$ cat src/core/mac_map.svh
// Register offsets and reset values of the MAC unit
`ifndef MAC_MAP_SVH
`define MAC_MAP_SVH
`define MAC_ADDR_MULT_X 8'hE8
`define MAC_ADDR_MULT_Y 8'hE9
`define MAC_ADDR_PROD_HI 8'hEA
`define MAC_ADDR_PROD_LO 8'hEB
`define MAC_ADDR_ACC_B1 8'hEC
`define MAC_ADDR_ACC_B0 8'hED
`define MAC_ADDR_ACC_B3 8'hEE
`define MAC_ADDR_ACC_B2 8'hEF
`define MAC_RESET_BYTE 8'h00
`define MAC_RESET_ACC 32'h0000_0000
`define MAC_RESET_PROD 16'h0000
`endif

$ cat src/core/mac_pkg.sv
// Types shared by the MAC unit
package mac_pkg;
   typedef logic [7:0] byte_t;
   typedef logic [7:0] addr_t;
   typedef logic signed [15:0] prod_t;
   typedef logic signed [31:0] acc_t;
endpackage : mac_pkg

$ cat src/core/signed_mac.sv
// Signed 8x8 multiply and 32-bit multiply-accumulate on the register bus
`timescale 1ns/1ps
`include "mac_map.svh"

// Notes on behaviour
// - All arithmetic is signed two's complement.
// - 8-bit operands, 16-bit product, 32-bit accumulator.
// - Multiply-only write updates product, not accumulator.
// - Accumulate write adds product into accumulator.
// - Both X addresses share X; Y likewise.
// - Write to either clear address zeroes accumulator.
// - Product and low bytes immediate; high bytes lag.
// - Product readback needs no spacing.
// - Product high at EAh, low at EBh.
// - ECh reads bits 15:8, EDh bits 7:0.
// - Multiply-only operands write-only at E8h, E9h.
// - Attached directly to CPU internal data bus.
// - EEh reads bits 31:24; write clears.
// - EFh reads bits 23:16; write clears.
module signed_mac (
   // Clock and reset
   input wire logic REF_CLK_I,
   input wire logic RESET_I,
   // CPU register bus
   input wire mac_pkg::addr_t ADDR_I,
   input wire logic WR_I,
   input wire logic RD_I,
   input wire mac_pkg::byte_t WDATA_I,
   output mac_pkg::byte_t RDATA_O
);
   import mac_pkg::*;

   // ----------------------------------------------------------------
   // Operand and result state
   // ----------------------------------------------------------------
   // operand, product and accumulator widths
   byte_t x_q, x_d, y_q, y_d;
   prod_t prod_q, prod_d;
   logic [15:0] acc_lo_q, acc_lo_d;
   logic [15:0] acc_hi_q, acc_hi_d;
   logic carry_q, carry_d;
   logic [15:0] hi_add_q, hi_add_d;
   logic hi_pend_q, hi_pend_d;

   logic wr_mx, wr_my, wr_ax, wr_ay, wr_clr, acc_go;
   byte_t nx, ny;
   prod_t nprod;
   logic [16:0] lo_sum;

   function automatic prod_t smul(input byte_t a, input byte_t b);
      prod_t ea;
      prod_t eb;
      // sign-extend both operands before the product
      ea = prod_t'($signed(a));
      eb = prod_t'($signed(b));
      smul = ea * eb;
   endfunction : smul

   // ----------------------------------------------------------------
   // Write decode
   // ----------------------------------------------------------------
   // direct bus decode
   assign wr_mx = WR_I && ADDR_I == `MAC_ADDR_MULT_X;
   assign wr_my = WR_I && ADDR_I == `MAC_ADDR_MULT_Y;
   assign wr_ax = WR_I && ADDR_I == `MAC_ADDR_ACC_B1;
   assign wr_ay = WR_I && ADDR_I == `MAC_ADDR_ACC_B0;
   assign wr_clr = WR_I && (ADDR_I == `MAC_ADDR_ACC_B3
                            || ADDR_I == `MAC_ADDR_ACC_B2);
   assign acc_go = wr_ax || wr_ay;

   always_comb begin
      nx = (wr_mx || wr_ax) ? WDATA_I : x_q;
      ny = (wr_my || wr_ay) ? WDATA_I : y_q;
      nprod = smul(nx, ny);
      // low half of the wrapping sum
      lo_sum = {1'b0, acc_lo_q} + {1'b0, nprod};
      x_d = nx;
      y_d = ny;
      prod_d = prod_q;
      acc_lo_d = acc_lo_q;
      acc_hi_d = acc_hi_q;
      carry_d = 1'b0;
      hi_add_d = 16'h0000;
      hi_pend_d = 1'b0;
      // upper half finishes one cycle later
      if (hi_pend_q) begin
         acc_hi_d = acc_hi_q + hi_add_q + {15'h0000, carry_q};
      end
      // product ready at the write edge
      if (wr_mx || wr_my || acc_go) begin
         prod_d = nprod;
      end
      if (acc_go) begin
         acc_lo_d = lo_sum[15:0];
         carry_d = lo_sum[16];
         hi_add_d = {16{nprod[15]}};
         hi_pend_d = 1'b1;
      end
      if (wr_clr) begin
         acc_lo_d = 16'h0000;
         acc_hi_d = 16'h0000;
         hi_pend_d = 1'b0;
      end
   end

   always_ff @(posedge REF_CLK_I or posedge RESET_I) begin
      if (RESET_I) begin
         x_q <= `MAC_RESET_BYTE;
         y_q <= `MAC_RESET_BYTE;
         prod_q <= `MAC_RESET_PROD;
         acc_lo_q <= 16'h0000;
         acc_hi_q <= 16'h0000;
         carry_q <= 1'b0;
         hi_add_q <= 16'h0000;
         hi_pend_q <= 1'b0;
      end else begin
         x_q <= x_d;
         y_q <= y_d;
         prod_q <= prod_d;
         acc_lo_q <= acc_lo_d;
         acc_hi_q <= acc_hi_d;
         carry_q <= carry_d;
         hi_add_q <= hi_add_d;
         hi_pend_q <= hi_pend_d;
      end
   end

   // ----------------------------------------------------------------
   // Read mux, registered
   // ----------------------------------------------------------------
   byte_t rdata_q, rdata_d;
   always_comb begin
      rdata_d = rdata_q;
      if (RD_I) begin
         unique case (ADDR_I)
            `MAC_ADDR_PROD_HI: rdata_d = prod_q[15:8];
            `MAC_ADDR_PROD_LO: rdata_d = prod_q[7:0];
            `MAC_ADDR_ACC_B1: rdata_d = acc_lo_q[15:8];
            `MAC_ADDR_ACC_B0: rdata_d = acc_lo_q[7:0];
            `MAC_ADDR_ACC_B3: rdata_d = acc_hi_q[15:8];
            `MAC_ADDR_ACC_B2: rdata_d = acc_hi_q[7:0];
            default: rdata_d = 8'h00;
         endcase
      end
   end

   always_ff @(posedge REF_CLK_I or posedge RESET_I) begin
      if (RESET_I) begin
         rdata_q <= `MAC_RESET_BYTE;
      end else begin
         rdata_q <= rdata_d;
      end
   end
   assign RDATA_O = rdata_q;
endmodule : signed_mac

$ cat config.mk
export PLATFORM = sky130hd
export DESIGN_NAME = signed_mac
export DESIGN_NICKNAME = d
export VERILOG_FILES = /design/src/core/mac_pkg.sv /design/src/core/signed_mac.sv
export VERILOG_INCLUDE_DIRS = /design/src /design/src/core
export SDC_FILE = /design/constraint.sdc
export NUM_CORES = 1
export LEC_CHECK = 0
export BUFFER_PORTS_ARGS = -buffer_cell sky130_fd_sc_hd__buf_2
export CAP_MARGIN = 15
export CORE_MARGIN = 10
export CORE_UTILIZATION = 59
export CTS_BUF_LIST = sky130_fd_sc_hd__clkbuf_4
export DETAILED_ROUTE_END_ITERATION = 6
export GPL_TIMING_DRIVEN = 0
export HOLD_SLACK_MARGIN = 0.08
export PLACE_DENSITY = 0.77
export REMOVE_ABC_BUFFERS = 1
export SYNTH_ARGS = -nofsm -noshare
export SYNTH_HDL_FRONTEND = slang
export SYNTH_SLANG_ARGS = --single-unit
$ cat constraint.sdc
create_clock -name REF_CLK_I -period 5.05 [get_ports REF_CLK_I]
set_clock_uncertainty 0.2 [all_clocks]
set_input_delay 1.01 -clock REF_CLK_I [delete_from_list [all_inputs] [get_ports REF_CLK_I]]
set_output_delay 1.01 -clock REF_CLK_I [all_outputs]
set_load 0.005 [all_outputs]
# Yosys cells after proc, flatten, opt, wreduce, memory -nomap -nowiden
# Cells that the tools add are included.
# word_totals
reg_bits	90
wordCells	45
ramBits	0
latchBits	0
in_bits	20
output_inout_bits	8
mem_bits_ro	0
n_memories	0
# classes
magnitude_cmp	0
reduce_logical	13
mux	11
n_mul	1
bitwise	0
n_eq_ne	8
n_addsub	3
div	0
shifts	0
# op_table
operator	count
16-bit 2-to-1 mux	5
8-bit == test (second input constant)	8
8-bit case mux with 6 select lines	1
16-bit by 16-bit adder with 17-bit output	1
16-bit by 1-bit adder with 16-bit output	1
16-bit adder	1
8-bit by 8-bit multiplier with 16-bit output	1
8-bit 2-to-1 mux	2
1-bit logical OR	6
1-bit logical AND	5
2-bit nonzero test	2
1-bit 2-to-1 mux	3

# Logic depth before layout (Yosys ltp)
# logic_depth
ltp_word	8
ltp_mapped	32
depth_no_buf	30

# Least setup slack after synthesis
# No wires, ideal clock.
# synth_path
kind	input to register
start	input ADDR_I[5]
end	register acc_lo_q[15]
required_time_ns	4.729
t_arrival_ns	6.713
n_path_buf	1
stages	25
slack_ns	-1.984
setup_ns	0.121
path_cell_list	nor2b_4 -> and4_4 -> buf_6 -> nand3_4 -> nor2_4 -> mux2i_1 -> nor2_1 -> fa_1 -> fa_1 -> fa_1 -> inv_1 -> fa_1 -> inv_1 -> ha_1 -> o21a_1 -> a21boi_0 -> o31ai_1 -> nand2b_1 -> xor2_1 -> ha_1 -> nand2_1 -> or3_1 -> o221ai_1 -> xor2_1 -> a22o_1
# synth_between
elab_chain_cells	8
elab_cells_between_ends	22
cone_classes	add/sub (1); mul (1); eq/ne (6); mux (4); reduce/logical (10)
# synth_rtl
element	line_no	rtl
from (decl)	signed_mac.sv:25	input wire mac_pkg::addr_t ADDR_I,
8-bit == test (no source line)	-	
1-bit logical AND (no source line)	-	
1-bit logical OR, on equally long branches	signed_mac.sv:72, signed_mac.sv:73	
8-bit 2-to-1 mux, on equally long branches	signed_mac.sv:72, signed_mac.sv:73	
8-bit by 8-bit multiplier with 16-bit output *	signed_mac.sv:56	smul = ea * eb;
via nprod[12]	signed_mac.sv:47	prod_t nprod;
16-bit by 16-bit adder with 17-bit output *	signed_mac.sv:76	lo_sum = {1'b0, acc_lo_q} + {1'b0, nprod};
16-bit 2-to-1 mux *	signed_mac.sv:93	if (acc_go) begin
16-bit 2-to-1 mux *	signed_mac.sv:99	if (wr_clr) begin
to (signal assigned)	signed_mac.sv:120	acc_lo_q <= acc_lo_d;
to (decl)	signed_mac.sv:39	logic [15:0] acc_lo_q, acc_lo_d;
# Mark *: on every way through the listed nets, which the timed path passes. The rest lies on a longest branch. The select of a mux whose other input is x is not followed.
# A chain may end at the register's enable or synchronous reset.

# Final worst setup path
# layout_path
start	input ADDR_I[4]
end	register carry_q
# layout_between
elab_chain_cells	7
elab_cells_between_ends	16
cone_classes	add/sub (1); mul (1); eq/ne (4); mux (3); reduce/logical (7)
# layout_rtl
element	line_no	rtl
8-bit == test (no source line)	-	
1-bit logical AND (no source line)	-	
1-bit logical OR, on equally long branches	signed_mac.sv:72, signed_mac.sv:73	
8-bit 2-to-1 mux, on equally long branches	signed_mac.sv:72, signed_mac.sv:73	
8-bit by 8-bit multiplier with 16-bit output *	signed_mac.sv:56	
via nprod[11]	signed_mac.sv:47	
16-bit by 16-bit adder with 17-bit output *	signed_mac.sv:76	
1-bit 2-to-1 mux *	signed_mac.sv:93	
via carry_d	signed_mac.sv:41	logic carry_q, carry_d;
to (signal assigned)	signed_mac.sv:122	carry_q <= carry_d;
to (decl)	signed_mac.sv:41	
# Mark *: on every way through the listed nets, which the timed path passes. The rest lies on a longest branch.

==> impl_results.md <==
- Root Driver: clkbuf_4
- Largest net degree at the start of global routing: 45
- Htree depth: 3
- # fillers: slightly above 600
- Worst-path fanout max: 6
- Crit end category: flop
- Status: finished with violations
- Setup Viol. Count Final: 24
- Mapped Area: 0.00718 mm^2
- GRT Overall Usage: roughly a quarter
- DR vias: a little under 7,000
- DRC: 0
- Hold_buf cts: 0
- Layout area overhead: 30.9%
- Number of global-route vias before repair: slightly below 7,000
- CP Launch Type: primary input
- Die Area: about 0.017 mm^2
- Finished Layout Cells: approximately 1,000
- DP Worst Slack: -3690 ps
- Cell Pwr Density: ~190 mW/mm^2
- Clock edge transition at the registers on the reported setup and hold paths: between 100 and 150 ps
- Initial DRC Count: 809
- P_leak: between 4 and 5 nW
- Drt pass-1 iters: 6
- Minimum clock period: 7180 ps
- NumNets Final: ~1,000
- Initial Util: 60.1%
- Avg Inst Size Synth: 9.38 um^2
- #FFs+latches synth: 75
- First-pass GRT wire length: approximately 35 mm
- Data required, critical path: a little over 5000 ps
- Gr ovfl total: 0
- Failing checks: setup timing
- Cells after synthesis: roughly 770
- IO buf count: 27
- Row count: 40
- Final WL: 24.5 mm
- Cells on worst reg2reg path: 25
- Routed wl met2: around 12 mm
- Rel. slew slack: 18.1%
- Worst EP arrival: 7300 ps
- Highest routed metal layer: met5
- Die width: approximately 130 um
- Routed length on met1: 8.45 mm
- Storage cell area: 0.00188 mm^2
- Worst Setup SP: ADDR_I[4]
- Area of the multi-input gates: between 0.005 and 0.006 mm^2
- Commonest non-fill, non-tap cell in the layout: inv_1
- RR Startpoint: y_q[4]$_DFF_PP0_
- Sequential area share after synthesis: a little over a quarter
- CP most frequent cell: fa_1
- Max-slew violations: 0
- CTS buffer count: 9
- Min-Delay Path Class: flop to flop
- Crit Path Class: primary input to flop
- Fin crit share: 142%
- Maximum clock rate: 139 MHz
- Initial antenna violation count: 2
- CP max stage delay: 560 ps
- Async SR Flop Fraction: between 90% and 100%
- End of the critical path: carry_q$_DFF_PP0_
- WL met3: approximately 2.1 mm
- RSZ-0062 raised after global routing: yes
- Most frequent cells in the layout: inv_1 (92), buf_4 (77), dfrtp_1 (75), nor2_1 (69), fa_1 (53)
- RR Endpoint: carry_q$_DFF_PP0_
- Max clock buf depth: 2
- Vias per std cell: about 6.5
- Actual slew at the worst max-slew pin: between 1000 and 1500 ps
- Fin util: 78.6%
- Max-cap violations: 0
- Slowest CP cell: fa_1
- Post-synth EDFFs: 0
- Layout cell share with drive strength beyond 1: 35.6%
- HPWL Detailed: between 10 and 15 mm
- Reg-to-reg setup timing slack: -1090 ps
- Post-layout worst setup margin: -2130 ps
- Fin. Hold Viols: 0
- Cell count after placement: ~920
- Die H: ~130 um
- Antenna viol nets, final: 0
- CTS tree: yes
- WL/cell: 23.4 um
- Synth unique cells: 64
- Top FF cell, synth: dfrtp_1
- Io pins: 28
- Core area: between 0.01 and 0.015 mm^2
- Clock Sinks: 75
- Clk_lat worst skew: around 470 ps
- Yosys warnings: 0
- Gpl congestion: 0.936
- Worst vdd ir: roughly 0.1 mV
==> cells in the mapped netlist (all sizes together) (7+ instances only) <==
cell type / instances / area, um^2
mux2i: 39 / 490
nor3: 7 / 35.0
nand3: 13 / 77.6
ha: 60 / 751
dfrtp: 75 / 1880
a22o: 14 / 123
inv: 126 / 473
nor2b: 7 / 51.3
o21ai: 28 / 144
fa: 58 / 1160
nor2: 87 / 334
buf: 7 / 42.5
mux2: 9 / 105
a21oi: 36 / 180
xnor2: 25 / 219
clkbuf: 11 / 41.3
a21o: 12 / 91.3
xor2: 14 / 123
o22ai: 9 / 56.3
nand2: 54 / 221
a211oi: 9 / 72.6
==> kinds of logic after synthesis <==
family	Yosys count	share of synthesized area [%]
AOI/OAI and AO/OA	149	14.1
xor gates and xnor gates	39	4.76
adders and majority gates	118	26.6
DFF	75	26.1
and+or+nand+nor	192	12.3
muxes	48	8.29
buffers and inverters	145	7.80
==> worst min-delay path by stage <==
| stage | cells after the start | slack, ps | endpoint | from |
|---|---|---|---|---|
| after floorplan | 2 | 250 | prod_q[10]$_DFFE_PP0P_ | prod_q[10]$_DFFE_PP0P_ |
| after global placement | 2 | 260 | prod_q[2]$_DFFE_PP0P_ | prod_q[2]$_DFFE_PP0P_ |
| after detailed placement | 2 | 260 | prod_q[2]$_DFFE_PP0P_ | prod_q[2]$_DFFE_PP0P_ |
| after CTS | 2 | 290 | prod_q[2]$_DFFE_PP0P_ | prod_q[2]$_DFFE_PP0P_ |
| after global routing | 2 | 320 | prod_q[2]$_DFFE_PP0P_ | prod_q[2]$_DFFE_PP0P_ |
| final | 2 | 300 | prod_q[2]$_DFFE_PP0P_ | prod_q[2]$_DFFE_PP0P_ |
==> metrics by stage <==
step | setup TNS, ps | hold WS, ps | total power (W) | instance area (um^2)
floorplan | -31750 | 245 | 0.000986 | 7100
global placement | -52950 | 258 | 0.00108 | 7420
detailed placement | -55980 | 263 | 0.00111 | 7450
CTS | -20190 | 292 | 0.00165 | 8900
global route | -30490 | 324 | 0.00186 | 9400
finish | -28180 | 297 | 0.00179 | 9400
==> sequential cells by signal (all words and copies together) (netlist names) <==
| register | count |
|---|---|
| hi_pend_q | 1 |
| acc_hi_q | 16 |
| carry_q | 1 |
| RDATA_O | 8 |
| y_q | 8 |
| hi_add_q | 1 |
| acc_lo_q | 16 |
| prod_q | 16 |
| x_q | 8 |
==> per-layer routing <==
metal	track usage (%)	up-vias
met5	0	-
met3	4.58	189
met1	30.8	3291
met2	45.2	511
li1	-	2805
met4	13.4	2
==> worst max-delay path: cells and delay by family <==
kind                       cells  cell delay, ps
AOI/OAI and AO/OA              8            1160
xor gates and xnor gates       1             280
adders and majority gates      6            2680
buffers and inverters          6             510
muxes                          1             300
and+or+nand+nor                8            1340
==> where the power goes <==
part,leakage [nW],switching [W],internal (W)
combinational,3.28,0.000390,0.000321
clock,0.0809,0.000247,0.000158
sequential,0.988,0.0000417,0.000635
==> final cells by class <==
type	instances	share of cell area, %
antenna	1	0.0266
clock buffer	10	0.798
clock inverter	6	0.665
inverter	127	5.16
multi-input combinational	546	59.5
sequential	75	20.0
tap	147	1.96
timing repair buffer	133	11.9
==> repair_timing <==
action	4_1_cts	5_1_grt
buffers inserted	80	25
pin swaps	60	48
gates resized for setup	151	66
setup endpoints to repair	26	24
Power figures use the tool's default switching activity.
